`src/pkg/sasg_pkg.sv`:
```
// Summary of operation
// - Five fault inputs each raise the alarm
// - Status lamp flashes while alarm is latched
// - Alarm cuts motor power and servo loop
// - Logic and serial port keep running in alarm
// - Alarm discards motion commands, error accumulator frozen
// - Alarm clears only by power-on reset
// - Serial port active from reset in every mode
// - Serial mode executes serial position commands
// - Other modes: serial does parameters and status only
// - Host is master; device answers only requests
// - New target accepted mid-move, applied at once
// - Status readable: alarm, busy, in-position, enable
// - Config readable: servo, abs/rel, command mode, enable
// - Position read: 16-bit single, or upper 16 bits of multi-turn
// - Moves: absolute, relative, linear, circular kinds
// - Bytes 38400 baud, start, eight data, stop
// - Start byte MSB clear, later bytes MSB set
// - No acknowledge; execute, answer or store directly
package sasg_pkg;
    localparam int CLK_HZ     = 100_000_000;
    localparam int BAUD       = 38400;
    localparam int BIT_CYC    = CLK_HZ / BAUD;
    localparam int HALF_CYC   = BIT_CYC / 2;
    localparam int CNT_W      = 12;
    localparam int FLASH_MS   = 250;
    localparam int FLASH_CYC  = CLK_HZ / 1000 * FLASH_MS;
    localparam int FLASH_W    = 25;
    localparam int NUM_FAULTS = 5;
    localparam int FIFO_DEPTH = 32;
    localparam int BYTE_W     = 8;
    // Fault bit positions
    localparam int FLT_OVOLT  = 0;
    localparam int FLT_OTEMP  = 1;
    localparam int FLT_LPHASE = 2;
    localparam int FLT_OPOWER = 3;
    localparam int FLT_OCURR  = 4;
    localparam logic [6:0] BCAST_ID = 7'h7f;
    // Function codes
    localparam logic [4:0] FN_GO_ABS  = 5'h01;
    localparam logic [4:0] FN_LINE    = 5'h02;
    localparam logic [4:0] FN_GO_REL  = 5'h03;
    localparam logic [4:0] FN_ARC     = 5'h04;
    localparam logic [4:0] FN_SET_CFG = 5'h07;
    localparam logic [4:0] FN_RD_CFG  = 5'h08;
    localparam logic [4:0] FN_RD_STAT = 5'h09;
    localparam logic [4:0] FN_RD_POS  = 5'h0e;
    // Configuration byte layout
    localparam int CFG_EN_BIT  = 0;
    localparam int CFG_CMD_LSB = 1;
    localparam int CFG_ABS_BIT = 4;
    localparam int CFG_SRV_LSB = 5;
    localparam logic [6:0] CFG_RST = 7'h00;
    localparam logic [2:0] CMD_SERIAL = 3'h0;
    typedef enum logic [1:0] {
        MV_ABS  = 2'b00,
        MV_REL  = 2'b01,
        MV_LINE = 2'b10,
        MV_ARC  = 2'b11
    } sasg_move_e;
    typedef enum logic [1:0] {
        PS_IDLE = 2'b00,
        PS_FUNC = 2'b01,
        PS_DATA = 2'b11,
        PS_CSUM = 2'b10
    } sasg_pstate_e;
endpackage

```
`src/verilog/sasg_top.sv`:
```
`timescale 1ns/1ps
`default_nettype none

// ----------------------------------------------------------------
// Receive byte buffer
// ----------------------------------------------------------------
module sasg_fifo #(
    parameter int W = 8,
    parameter int D = 32
) (
    input  wire logic         i_clk,
    input  wire logic         i_rst_n,
    input  wire logic         i_wr_valid,
    output logic              o_wr_ready,
    input  wire logic [W-1:0] i_wr_data,
    output logic              o_rd_valid,
    input  wire logic         i_rd_ready,
    output logic [W-1:0]      o_rd_data
);
    import sasg_pkg::*;
    localparam int AW = $clog2(D);
    if (D < 2 || (1 << AW) != D) begin : g_bad_depth
        $error("sasg_fifo: depth must be a power of two");
    end
    logic [W-1:0] mem_r [D];
    logic [AW-1:0] wptr_r;
    logic [AW-1:0] rptr_r;
    logic [AW:0]   cnt_r;
    wire do_wr = i_wr_valid && o_wr_ready;
    wire do_rd = o_rd_valid && i_rd_ready;
    assign o_wr_ready = (cnt_r != (AW+1)'(D));
    assign o_rd_valid = (cnt_r != '0);
    assign o_rd_data  = mem_r[rptr_r];
    always_ff @(posedge i_clk) begin
        if (do_wr) mem_r[wptr_r] <= i_wr_data;
    end
    always_ff @(posedge i_clk) begin
        if (!i_rst_n) begin
            wptr_r <= '0;
            rptr_r <= '0;
            cnt_r  <= '0;
        end else begin
            if (do_wr) wptr_r <= wptr_r + 1'b1;
            if (do_rd) rptr_r <= rptr_r + 1'b1;
            cnt_r <= cnt_r + (AW+1)'(do_wr) - (AW+1)'(do_rd);
        end
    end
endmodule

// ----------------------------------------------------------------
// Alarm supervision and serial command gating
// ----------------------------------------------------------------
module sasg_top #(
    parameter int P_FLASH_CYC = sasg_pkg::FLASH_CYC,
    parameter int P_BIT_CYC   = sasg_pkg::BIT_CYC
) (
    input  wire logic        i_clk,
    input  wire logic        i_rst_n,
    input  wire logic [4:0]  i_fault,
    input  wire logic        i_rxd,
    output logic             o_txd,
    input  wire logic [6:0]  i_drive_id,
    input  wire logic        i_busy,
    input  wire logic        i_in_pos,
    input  wire logic [15:0] i_pos_single,
    input  wire logic [31:0] i_pos_multi,
    input  wire logic        i_ext_step_valid,
    input  wire logic [15:0] i_ext_step,
    input  wire logic        i_fb_step_valid,
    input  wire logic [15:0] i_fb_step,
    output logic             o_motor_pwr_en,
    output logic             o_loop_en,
    output logic             o_alarm,
    output logic             o_fault_indicator_lamp,
    output logic [4:0]       o_fault_latched,
    output logic [6:0]       o_config,
    output logic [31:0]      o_target_pos,
    output logic [1:0]       o_move_kind,
    output logic             o_live_target_update,
    output logic [31:0]      o_pos_err,
    output logic             o_rx_overrun
);
    import sasg_pkg::*;
    if (P_FLASH_CYC < 1 || P_FLASH_CYC >= (1 << FLASH_W)) begin : g_bad
        $error("sasg_top: flash period out of range");
    end
    if (P_BIT_CYC < 8 || P_BIT_CYC >= (1 << CNT_W)) begin : g_bad_bit
        $error("sasg_top: bit period out of range");
    end

    function automatic logic is_motion(input logic [4:0] fn);
        return fn == FN_GO_ABS || fn == FN_GO_REL ||
               fn == FN_LINE || fn == FN_ARC;
    endfunction

    // ------------------------------------------------------------
    // Fault latch and indicator
    // ------------------------------------------------------------
    logic [4:0] flt_m_r;
    logic [4:0] flt_s_r;
    logic [FLASH_W-1:0] flash_r;
    wire [4:0] flt_nxt   = o_fault_latched | flt_s_r;
    wire       alarm_nxt = |flt_nxt;
    wire       cfg_en    = o_config[CFG_EN_BIT];
    wire [2:0] cmd_mode  = o_config[CFG_CMD_LSB +: 3];
    wire       flash_end = (flash_r == FLASH_W'(P_FLASH_CYC - 1));
    always_ff @(posedge i_clk) begin
        if (!i_rst_n) begin
            flt_m_r         <= '0;
            flt_s_r         <= '0;
            o_fault_latched <= '0;
            o_alarm         <= 1'b0;
            o_motor_pwr_en  <= 1'b0;
            o_loop_en       <= 1'b0;
        end else begin
            flt_m_r         <= i_fault;
            flt_s_r         <= flt_m_r;
            o_fault_latched <= flt_nxt;
            o_alarm         <= alarm_nxt;
            o_motor_pwr_en  <= cfg_en && !alarm_nxt;
            o_loop_en       <= cfg_en && !alarm_nxt;
        end
    end
    always_ff @(posedge i_clk) begin
        if (!i_rst_n || !alarm_nxt) begin
            flash_r                <= '0;
            o_fault_indicator_lamp <= 1'b0;
        end else begin
            flash_r <= flash_end ? '0 : flash_r + 1'b1;
            if (flash_end)
                o_fault_indicator_lamp <= !o_fault_indicator_lamp;
        end
    end

    // ------------------------------------------------------------
    // Position error accumulator
    // ------------------------------------------------------------
    wire [31:0] ext_d = (i_ext_step_valid && cmd_mode != CMD_SERIAL) ?
                        {{16{i_ext_step[15]}}, i_ext_step} : '0;
    wire [31:0] fb_d  = i_fb_step_valid ?
                        {{16{i_fb_step[15]}}, i_fb_step} : '0;
    always_ff @(posedge i_clk) begin
        if (!i_rst_n)
            o_pos_err <= '0;
        else if (!o_alarm)
            o_pos_err <= o_pos_err + ext_d - fb_d;
    end

    // ------------------------------------------------------------
    // Serial receiver, 8N1
    // ------------------------------------------------------------
    logic [1:0]       rxd_sync_r;
    logic             rx_busy_r;
    logic [CNT_W-1:0] rx_cnt_r;
    logic [3:0]       rx_bit_r;
    logic [7:0]       rx_sh_r;
    logic             rx_done_r;
    wire rxd_s = rxd_sync_r[1];
    wire rx_tick = (rx_cnt_r == '0);
    always_ff @(posedge i_clk) begin
        if (!i_rst_n) begin
            rxd_sync_r <= 2'b11;
            rx_busy_r  <= 1'b0;
            rx_cnt_r   <= '0;
            rx_bit_r   <= '0;
            rx_sh_r    <= '0;
            rx_done_r  <= 1'b0;
        end else begin
            rxd_sync_r <= {rxd_sync_r[0], i_rxd};
            rx_done_r  <= 1'b0;
            if (!rx_busy_r) begin
                if (!rxd_s) begin
                    rx_busy_r <= 1'b1;
                    rx_cnt_r  <= CNT_W'(P_BIT_CYC / 2);
                    rx_bit_r  <= '0;
                end
            end else if (!rx_tick) begin
                rx_cnt_r <= rx_cnt_r - 1'b1;
            end else begin
                rx_cnt_r <= CNT_W'(P_BIT_CYC - 1);
                rx_bit_r <= rx_bit_r + 1'b1;
                if (rx_bit_r == 4'd0 && rxd_s)
                    rx_busy_r <= 1'b0;
                else if (rx_bit_r == 4'd9) begin
                    rx_busy_r <= 1'b0;
                    rx_done_r <= rxd_s;
                end else if (rx_bit_r != 4'd0)
                    rx_sh_r <= {rxd_s, rx_sh_r[7:1]};
            end
        end
    end

    // ------------------------------------------------------------
    // Buffer and packet parser
    // ------------------------------------------------------------
    logic             fifo_wr_ready;
    logic             fifo_rd_valid;
    logic [7:0]       b;
    logic [2:0]       rep_left_r;
    logic             tx_busy_r;
    logic             exec_r;
    wire take = fifo_rd_valid && rep_left_r == '0 && !tx_busy_r && !exec_r;
    sasg_fifo #(.W(BYTE_W), .D(FIFO_DEPTH)) u_fifo (
        .i_clk      (i_clk),
        .i_rst_n    (i_rst_n),
        .i_wr_valid (rx_done_r),
        .o_wr_ready (fifo_wr_ready),
        .i_wr_data  (rx_sh_r),
        .o_rd_valid (fifo_rd_valid),
        .i_rd_ready (take),
        .o_rd_data  (b)
    );
    always_ff @(posedge i_clk) begin
        if (!i_rst_n)
            o_rx_overrun <= 1'b0;
        else if (rx_done_r && !fifo_wr_ready)
            o_rx_overrun <= 1'b1;
    end

    sasg_pstate_e ps_r;
    logic [4:0]  fn_r;
    logic        id_ok_r;
    logic        bcast_r;
    logic        first_r;
    logic [2:0]  left_r;
    logic [27:0] acc_r;
    logic [6:0]  sum_r;
    wire [6:0] sum_nxt = sum_r + b[6:0];
    always_ff @(posedge i_clk) begin
        if (!i_rst_n) begin
            ps_r    <= PS_IDLE;
            fn_r    <= '0;
            id_ok_r <= 1'b0;
            bcast_r <= 1'b0;
            first_r <= 1'b0;
            left_r  <= '0;
            acc_r   <= '0;
            sum_r   <= '0;
            exec_r  <= 1'b0;
        end else begin
            exec_r <= 1'b0;
            if (take && !b[7]) begin
                ps_r    <= PS_FUNC;
                id_ok_r <= b[6:0] == i_drive_id || b[6:0] == BCAST_ID;
                bcast_r <= b[6:0] == BCAST_ID;
                sum_r   <= b[6:0];
            end else if (take) begin
                case (ps_r)
                    PS_FUNC: begin
                        fn_r    <= b[4:0];
                        left_r  <= {1'b0, b[6:5]} + 3'd1;
                        sum_r   <= sum_nxt;
                        first_r <= 1'b1;
                        ps_r    <= PS_DATA;
                    end
                    PS_DATA: begin
                        acc_r   <= first_r ? {{21{b[6]}}, b[6:0]} :
                                             {acc_r[20:0], b[6:0]};
                        first_r <= 1'b0;
                        sum_r   <= sum_nxt;
                        left_r  <= left_r - 1'b1;
                        if (left_r == 3'd1) ps_r <= PS_CSUM;
                    end
                    PS_CSUM: begin
                        ps_r   <= PS_IDLE;
                        exec_r <= id_ok_r && b[6:0] == sum_r;
                    end
                    default: ps_r <= PS_IDLE;
                endcase
            end
        end
    end

    // ------------------------------------------------------------
    // Command execution
    // ------------------------------------------------------------
    wire mv_ok = exec_r && is_motion(fn_r) && cmd_mode == CMD_SERIAL &&
                 !o_alarm;
    wire [31:0] acc_x = {{4{acc_r[27]}}, acc_r};
    always_ff @(posedge i_clk) begin
        if (!i_rst_n) begin
            o_config             <= CFG_RST;
            o_target_pos         <= '0;
            o_move_kind          <= MV_ABS;
            o_live_target_update <= 1'b0;
        end else begin
            o_live_target_update <= mv_ok;
            if (mv_ok) begin
                o_target_pos <= (fn_r == FN_GO_REL) ?
                                o_target_pos + acc_x : acc_x;
                case (fn_r)
                    FN_GO_REL: o_move_kind <= MV_REL;
                    FN_LINE:   o_move_kind <= MV_LINE;
                    FN_ARC:    o_move_kind <= MV_ARC;
                    default:   o_move_kind <= MV_ABS;
                endcase
            end
            if (exec_r && fn_r == FN_SET_CFG)
                o_config <= acc_r[6:0];
        end
    end

    // ------------------------------------------------------------
    // Reply assembly and transmitter
    // ------------------------------------------------------------
    logic [1:0]  rep_n;
    logic [20:0] rep_val;
    logic        rep_go;
    always_comb begin
        rep_go  = exec_r && !bcast_r;
        rep_n   = 2'd1;
        rep_val = '0;
        case (fn_r)
            FN_RD_CFG:  rep_val = {14'h0000, o_config};
            FN_RD_STAT: begin
                rep_n   = 2'd2;
                rep_val = {7'h00, o_alarm, i_busy, i_in_pos, cfg_en,
                           3'h0, 2'h0, o_fault_latched};
            end
            FN_RD_POS: begin
                rep_n   = 2'd3;
                rep_val = {5'h00, acc_r[0] ? i_pos_multi[31:16] :
                                             i_pos_single};
            end
            default: rep_go = 1'b0;
        endcase
    end
    wire [23:0] rep_dat = {1'b1, rep_val[20:14], 1'b1, rep_val[13:7],
                           1'b1, rep_val[6:0]};
    wire [4:0]  sh_amt  = 5'({3'd3 - {1'b0, rep_n}, 3'b000});
    wire [23:0] rep_tail = rep_dat << sh_amt;
    wire [1:0]  rep_len  = rep_n - 2'd1;

    logic [39:0]      rep_q_r;
    logic [6:0]       tx_sum_r;
    logic [9:0]       tx_sh_r;
    logic [3:0]       tx_bit_r;
    logic [CNT_W-1:0] tx_cnt_r;
    wire [7:0] tx_byte = (rep_left_r == 3'd1) ? {1'b1, tx_sum_r} :
                                                rep_q_r[39:32];
    always_ff @(posedge i_clk) begin
        if (!i_rst_n) begin
            rep_q_r    <= '0;
            rep_left_r <= '0;
            tx_sum_r   <= '0;
            tx_sh_r    <= '1;
            tx_bit_r   <= '0;
            tx_cnt_r   <= '0;
            tx_busy_r  <= 1'b0;
            o_txd      <= 1'b1;
        end else if (rep_go) begin
            rep_q_r    <= {1'b0, i_drive_id, 1'b1, rep_len, fn_r,
                           rep_tail};
            rep_left_r <= {1'b0, rep_n} + 3'd3;
            tx_sum_r   <= '0;
        end else if (!tx_busy_r && rep_left_r != '0) begin
            tx_sh_r    <= {1'b1, tx_byte, 1'b0};
            tx_sum_r   <= tx_sum_r + tx_byte[6:0];
            rep_q_r    <= {rep_q_r[31:0], 8'h00};
            rep_left_r <= rep_left_r - 1'b1;
            tx_bit_r   <= '0;
            tx_cnt_r   <= '0;
            tx_busy_r  <= 1'b1;
        end else if (tx_busy_r) begin
            if (tx_cnt_r == '0) begin
                tx_cnt_r <= CNT_W'(P_BIT_CYC - 1);
                if (tx_bit_r == 4'd10) begin
                    tx_busy_r <= 1'b0;
                end else begin
                    o_txd    <= tx_sh_r[0];
                    tx_sh_r  <= {1'b1, tx_sh_r[9:1]};
                    tx_bit_r <= tx_bit_r + 1'b1;
                end
            end else begin
                tx_cnt_r <= tx_cnt_r - 1'b1;
            end
        end
    end
endmodule

`default_nettype wire

```
`config.mk`:
```
export PLATFORM = sky130hd
export DESIGN_NAME = sasg_top
export DESIGN_NICKNAME = d
export VERILOG_FILES = /design/src/pkg/sasg_pkg.sv /design/src/verilog/sasg_top.sv
export SDC_FILE = /design/constraint.sdc
export NUM_CORES = 1
export LEC_CHECK = 0
export BUFFER_PORTS_ARGS = -buffer_cell sky130_fd_sc_hd__buf_2
export CORE_UTILIZATION = 32
export DETAILED_ROUTE_END_ITERATION = 8
export GPL_TIMING_DRIVEN = 0
export SETUP_SLACK_MARGIN = 0.15
export SLEW_MARGIN = 20
export SYNTH_ARGS = -nofsm -noshare
export SYNTH_HDL_FRONTEND = slang
export SYNTH_SLANG_ARGS = --single-unit
```
`constraint.sdc`:
```
create_clock -name i_clk -period 7.8 [get_ports i_clk]
set_clock_uncertainty 0.2 [all_clocks]
set_input_delay 1.17 -clock i_clk [delete_from_list [all_inputs] [get_ports i_clk]]
set_output_delay 1.17 -clock i_clk [all_outputs]
set_load 0.01 [all_outputs]
```
==> metrics, run 1 <==
Startpoint Class=register; fmax=172 MHz; worst vdd ir=0.206 mV; top cell type's share of synthesized area=28.5%; CP most frequent cell=a221o_1; Nets=3030; endpoints failing hold=0; Reg2Reg Depth=17; # IOs=184; outcome=finished clean; asr flop ratio synth=0%; Worst EP required=8.12 ns; Crit Reg-Reg Endpoint=o_pos_err[31]$_SDFFE_PN0N_; TritonCTS clock tree=yes; critical path depth=17; Most used DFF post-synth=dfxtp_1; fin crit share=74.7%; first-pass GRT wire length=113000 µm; Worst setup startpoint=o_config[3]$_SDFFE_PN0P_; Seq. cell area=13600 µm²; most common cell in the synthesized netlist=dfxtp_1; Detailed Route WL=74000 µm; Synth area leader=edfxtp_1; synthesized instance count=2563; Power Dens Cells=286 nW/µm²; Final Wtd Congestion=0.915; Leakage=0.0118 µW; Mapped Avg Cell Area=10.5 µm²; Die Wd=292 µm; post-cts hold buffer count=0; share of cells above drive strength 1=13.9%; Period minus WS final=5.82 ns; Routed WL per cell=18.9 µm; HPWL after DPL=53700 µm; htree depth=2; Setup CP Type=register to register; DR iter-0 viols=1572; Inserted Clock Buffers=59; Net Count, Synth=2802; 1st-pass router iterations=5; die footprint=85400 µm²; synth top area cells=edfxtp_1 29%, dfxtp_1 22%, mux4_2 5.8%; Initial Util=32.3%; CP Capture Type=register; ANT nets after route=0; Fillers=8239; Row Count=106; crit path max-delay cell type=fa_1; Distinct cells, synth=71; clock sinks=549; core area=83600 µm²; vias per cell=5.14; # setup viols final=0; worst hold path type=register to register; worst r2r src=o_config[3]$_SDFFE_PN0P_; Root Driver=clkbuf_16; Relative slew margins=21.6%; Worst Tran Pin Value=1.18 ns; clk slew on worst S/H paths=0.06 ns; Pwr Total=8940 µW; gr usage total=16.9%; Final Slew Violations=0; Worst setup endpoint=o_pos_err[31]$_SDFFE_PN0N_; sequential area share after synthesis=50.3%; grt ovf=0; # Max-Cap Violations=0; #FFs+latches synth=549; crit path cell chain=nor3_1, nor2b_1, clkbuf_1, nand2_1, fa_1, inv_1, ha_1, and3_1, a221o_1, a21o_1, a211oi_1, o21ai_1, a221o_1, and4_4, or3_1, and4_1, o21a_1; clk_lat worst skew=0.67 ns; Post-route DRC=0; synth warn=0; crit path DAT=6.14 ns; layout overhead on the synthesized area=16.1%; largest fanout on the critical path=17; critical path's top delay family=simple AND/OR/NAND/NOR gates; input/output buffers=167; largest net degree at the start of global routing=35; top cells by count, synth=293 x dfxtp_1, 285 x nor2_1, 262 x nand2_1, 256 x edfxtp_1, 161 x a21oi_1; number of global-route vias before repair=19300; crit-path max cell delay=0.76 ns; Vias=20100; unrepaired setup endpoints after global routing=false; PostCTS Resize Cnt=0; initial antenna violation count=4; Post-synth EDFFs=256; Syn Std Cell Area=27000 µm²; clock tree buffer depth=3; die height=292 µm; area occupied by multi-input gates=12400 µm²; Reg2Reg Setup Slack=1.98 ns; crit path buf inv count=2; Post-CTS Setup Bufs=0; setup TNS=0 ns
flip-flops by register name, summed over array words and instances (netlist names), 6 cells and up, named ones only:
signal	count
rx_sh_r	8
flash_r	25
rep_q_r	40
tx_sh_r	9
rx_cnt_r	12
o_target_pos	32
u_fifo.cnt_r	6
o_pos_err	32
acc_r	28
o_config	7
tx_cnt_r	12
sum_r	7
u_fifo.mem_r	256
tx_sum_r	7
stage by stage:
step	setup slack (ns)	instances	instance area, µm²	hold WS (ns)	utilization, %
3_5_place_dp	1.32	3810	29200	0.197	34.9
3_3_place_gp	1.36	3810	29200	0.194	34.9
6_report	1.98	3920	31300	0.210	37.5
4_1_cts	1.90	3919	31300	0.212	37.5
5_1_grt	1.62	3919	31300	0.228	37.5
2_1_floorplan	2.28	2563	27000	0.186	-
worst min path at each step:
stage,to,slack (ns),startpoint,cells past startpoint
floorplan,rxd_sync_r[1]$_SDFF_PN1_,0.19,rxd_sync_r[0]$_SDFF_PN1_,1
global placement,rxd_sync_r[1]$_SDFF_PN1_,0.19,rxd_sync_r[0]$_SDFF_PN1_,1
detailed placement,rxd_sync_r[1]$_SDFF_PN1_,0.20,rxd_sync_r[0]$_SDFF_PN1_,1
CTS,rxd_sync_r[1]$_SDFF_PN1_,0.21,rxd_sync_r[0]$_SDFF_PN1_,1
global route,rxd_sync_r[1]$_SDFF_PN1_,0.23,rxd_sync_r[0]$_SDFF_PN1_,1
finish,rxd_sync_r[1]$_SDFF_PN1_,0.21,rxd_sync_r[0]$_SDFF_PN1_,1
worst register-to-register path, delay by kind of cell (launching register included):
family | cells | cell delay, ns
flip-flops | 1 | 0.50
buffers and inverters | 2 | 0.44
AND/OR/NAND/NOR | 7 | 2.04
adder cells (fa/ha/maj) | 2 | 1.13
AO/OA/AOI/OAI | 6 | 1.42
layout make-up:
type                            count  area share, %
Multi-Input combinational cell   1740           39.5
Sequential cell                   549           43.3
Clock inverter                     42           1.91
Clock buffer                       67           4.91
Tap cell                         1080           4.32
Antenna cell                        1        0.00799
Inverter                          144           1.73
Buffer                            130           1.62
Timing Repair Buffer              167           2.67
layer usage:
layer  track usage, %  up-vias  share of wire (%)
li1                 -     9698                  -
met1             22.5     9755                 44
met2             28.2      574                 47
met3             3.15      108                6.4
met4             4.49        4                2.2
met5                0        -              0.036
layout by cell type (no fill, tap or decap), drive strengths merged, types with 31 or more instances in the layout:
cell type	count
and2	39
clkbuf	169
nor2	285
fa	35
xnor2	60
mux2i	47
xor2	52
edfxtp	256
dfxtp	293
ha	105
inv	145
nand3	48
a21o	43
nor3	47
nand2	262
o211ai	31
o21ai	93
a21oi	161
buf	195
a31oi	52
mux4	69
kinds of logic (layout without fill, tap and decap cells):
kind of cell,count (synthesis),count (layout),synth area share [%]
simple gates,828,828,13.9
compound gates,522,522,12.4
flops,549,549,50.3
other cells,0,1,0
buf+inv,274,550,3.89
xor+xnor,112,112,3.64
mux,138,138,8.44
fa+ha+maj,140,140,7.47
report_power, final:
group | switching, µW | leakage, µW | total, µW | internal (µW)
Combinational | 1560 | 0.00603 | 2590 | 1030
Clock | 1230 | 0.00104 | 3050 | 1820
Sequential | 132 | 0.00476 | 3300 | 3170
Total | 2920 | 0.0118 | 8940 | 6020
Power figures use the tool's default switching activity.
==> inputs of run 2 (changes only) <==
--- a/config.mk
+++ b/config.mk
@@ -5,6 +5,7 @@
 export SDC_FILE = /design/constraint.sdc
 export NUM_CORES = 1
 export LEC_CHECK = 0
+export ABC_AREA = 1
 export BUFFER_PORTS_ARGS = -buffer_cell sky130_fd_sc_hd__buf_2
 export CORE_UTILIZATION = 32
 export DETAILED_ROUTE_END_ITERATION = 8
==> constraint.sdc (replaced) <==
create_clock -name i_clk -period 5.3 [get_ports i_clk]
set_clock_uncertainty 0.2 [all_clocks]
set_input_delay 0.795 -clock i_clk [delete_from_list [all_inputs] [get_ports i_clk]]
set_output_delay 0.795 -clock i_clk [all_outputs]
set_load 0.01 [all_outputs]
==> metrics, run 2 <==
outcome=complete, but fails checks; failing checks=design-rule violations; sequential area share after synthesis=47.2%; initial antenna violation count=6; PostCTS Resize Cnt=0; input/output buffers=166; Worst setup endpoint=o_pos_err[28]$_SDFFE_PN0N_; max FFs per register=256; TritonCTS clock tree=yes; die height=302 µm; Net Sw Frac=39.8%; Leakage=0.0141 µW; Top reg by flops=u_fifo.mem_r; area occupied by multi-input gates=12800 µm²; # Max-Cap Violations=0; vias per cell=4.94; largest net degree at the start of global routing=35; fmax=208 MHz; Inserted Clock Buffers=59; Post-route DRC=14; ANT nets after route=0; Root Driver=clkbuf_16; # IOs=184; Worst EP required=5.63 ns; Post-CTS Setup Bufs=0; pre-CTS WS=0.534 ns; most common cell after layout, fill and taps aside=nand2_1; worst vdd ir=0.370 mV; mux share of post-synthesis cell area=0.305%; WHS Path Cells=3; clock sinks=549; endpoints failing hold=0; layout overhead on the synthesized area=14.6%; Routed WL per cell=17.3 µm; Nets=3992; most frequent cells in the layout=823 x nand2_1, 416 x inv_1, 314 x nand3_1; Reg2Reg Depth=18; Reg2Reg Setup Slack=0.49 ns; DR iter-0 viols=2011; Power Dens Cells=454 nW/µm²; Setup CP Type=register to register; Seq. cell area=13600 µm²; grt ovf=0; Setup WS post-layout=0.488 ns; Distinct cells, synth=63; # setup viols final=0; synth top area cells=edfxtp_1 27%, dfxtp_1 20%, nand2_1 11%; most common cell in the synthesized netlist=nand2_1; worst hold path type=input port to register; Net Count, Synth=3764; share of cells above drive strength 1=10.7%; first-pass GRT wire length=132000 µm; Period minus WS final=4.81 ns; top cells by count, synth=823 x nand2_1, 416 x inv_1, 314 x nand3_1, 293 x dfxtp_1, 292 x a21oi_1; largest fanout on the critical path=17; Fillers=9144; Sw Pwr=5950 µW; synthesized instance count=3525; Crit Reg-Reg Endpoint=o_pos_err[28]$_SDFFE_PN0N_; Vias=24600; Syn Std Cell Area=28700 µm²; Synth Area in Compound Gates=12.5%; Mapped Avg Cell Area=8.14 µm²; fin crit share=90.8%; Relative slew margins=18.9%; Clock power frac=27.0%; gr usage total=18.6%; Row Count=109; crit-path max cell delay=0.73 ns; Final Slew Violations=0; CP Capture Type=register; largest family of logic cells by synthesized area=simple AND/OR/NAND/NOR gates; #FFs+latches synth=549; top cell type's share of synthesized area=26.8%; XOR/XNOR share of the synthesized area=2.04%; clk_lat worst skew=0.64 ns; Worst Tran Pin Value=1.21 ns; Startpoint Class=register; Die Wd=302 µm; Flop pwr share=33.4%; unrepaired setup endpoints after global routing=false; Most used DFF post-synth=dfxtp_1; setup TNS=0 ns; Detailed Route WL=86000 µm; post-synthesis simple-gate area fraction=22.9%; Synth area leader=edfxtp_1; HPWL after DPL=62600 µm; clock tree buffer depth=3; die footprint=90900 µm²; Worst setup startpoint=o_config[1]$_SDFFE_PN0P_; Util after Layout=37.1%; crit path max-delay cell type=nand2_1; crit path cell chain=nor3_1, inv_1, nand2_1, inv_1, nand2_1, fa_1, inv_1, ha_1, a21oi_1, o21ai_0, a21oi_1, nand3_1, nand2_1, nand3_1, a21oi_1, o21ai_0, nand2_1, inv_1; Internal=9000 µW; number of global-route vias before repair=23100; worst r2r src=o_config[1]$_SDFFE_PN0P_; adder-cell share of the synthesized area=7.02%; htree depth=2; Initial Util=32.4%; clk slew on worst S/H paths=0.06 ns; Final Wtd Congestion=0.922; Post-synth EDFFs=256; 1st-pass router iterations=8; post-cts hold buffer count=0; synth warn=0; Comb power frac=39.6%; Pwr Total=15000 µW; asr flop ratio synth=0%; biggest regs=u_fifo.mem_r: 256 flops, rep_q_r: 40 flops; core area=88600 µm²; crit path DAT=5.14 ns
[run 2: how the worst min path moves through the flow]
stage	start	end	slack [ns]
final	i_fault[3]	flt_m_r[3]$_SDFF_PN0_	0.13
after CTS	i_fault[3]	flt_m_r[3]$_SDFF_PN0_	0.09
after global routing	i_fault[3]	flt_m_r[3]$_SDFF_PN0_	0.11
after global placement	flt_m_r[2]$_SDFF_PN0_	flt_s_r[2]$_SDFF_PN0_	0.19
after detailed placement	flt_m_r[4]$_SDFF_PN0_	flt_s_r[4]$_SDFF_PN0_	0.20
after floorplan	flt_m_r[0]$_SDFF_PN0_	flt_s_r[0]$_SDFF_PN0_	0.19
[run 2: power by group through the flow]
stage               registers (µW)  clock network, µW  logic (µW)
detailed placement            5080                  0        5840
CTS                           4990               4110        5880
floorplan                     5080                  0        4170
finish                        4990               4040        5910
global route                  5040               4270        6650
global placement              5080                  0        5810
[run 2: cell type report]
class | instances | share of cell area, %
clock buffers | 87 | 5.18
multi-input cells | 2408 | 39.0
inverters | 436 | 4.97
well taps | 1165 | 4.43
diodes | 1 | 0.00760
clock inverters | 23 | 0.521
repair buffers | 167 | 2.55
plain buffers | 132 | 2.11
flip-flops and latches | 549 | 41.2
[run 2: per-layer routing]
| layer | vias to the layer above | track usage [%] | wire [µm] |
|---|---|---|---|
| li1 | 12200 | - | - |
| met5 | - | 0 | 64 |
| met3 | 172 | 3.29 | 5650 |
| met1 | 11400 | 24.7 | 38300 |
| met4 | 10 | 5.80 | 2690 |
| met2 | 782 | 30.6 | 39300 |
[run 2: logic make-up (layout without fill, tap and decap cells)]
logic type                 Yosys count  after routing
AOI/OAI and AO/OA                  658            658
xor gates and xnor gates            67             67
adders and majority gates          140            140
buffers and inverters              568            845
DFF                                549            549
muxes                                8              8
other                                0              1
and+or+nand+nor                   1535           1535
[run 2: stage by stage]
| step | instances | cell area [µm²] | hold WS (ns) |
|---|---|---|---|
| 2_1_floorplan | 3525 | 28700 | 0.190 |
| 3_3_place_gp | 4856 | 31000 | 0.195 |
| 3_5_place_dp | 4857 | 31000 | 0.197 |
| 4_1_cts | 4967 | 32900 | 0.0898 |
| 5_1_grt | 4967 | 32900 | 0.107 |
| 6_report | 4968 | 32900 | 0.129 |
[run 2: critical path, delay by kind of cell, from the launching register on]
| family | cells | cell delay, ns |
|---|---|---|
| and+or+nand+nor | 7 | 1.93 |
| AOI/OAI and AO/OA | 5 | 0.88 |
| adders and majority gates | 2 | 0.83 |
| buffers and inverters | 4 | 0.51 |
| DFF | 1 | 0.34 |
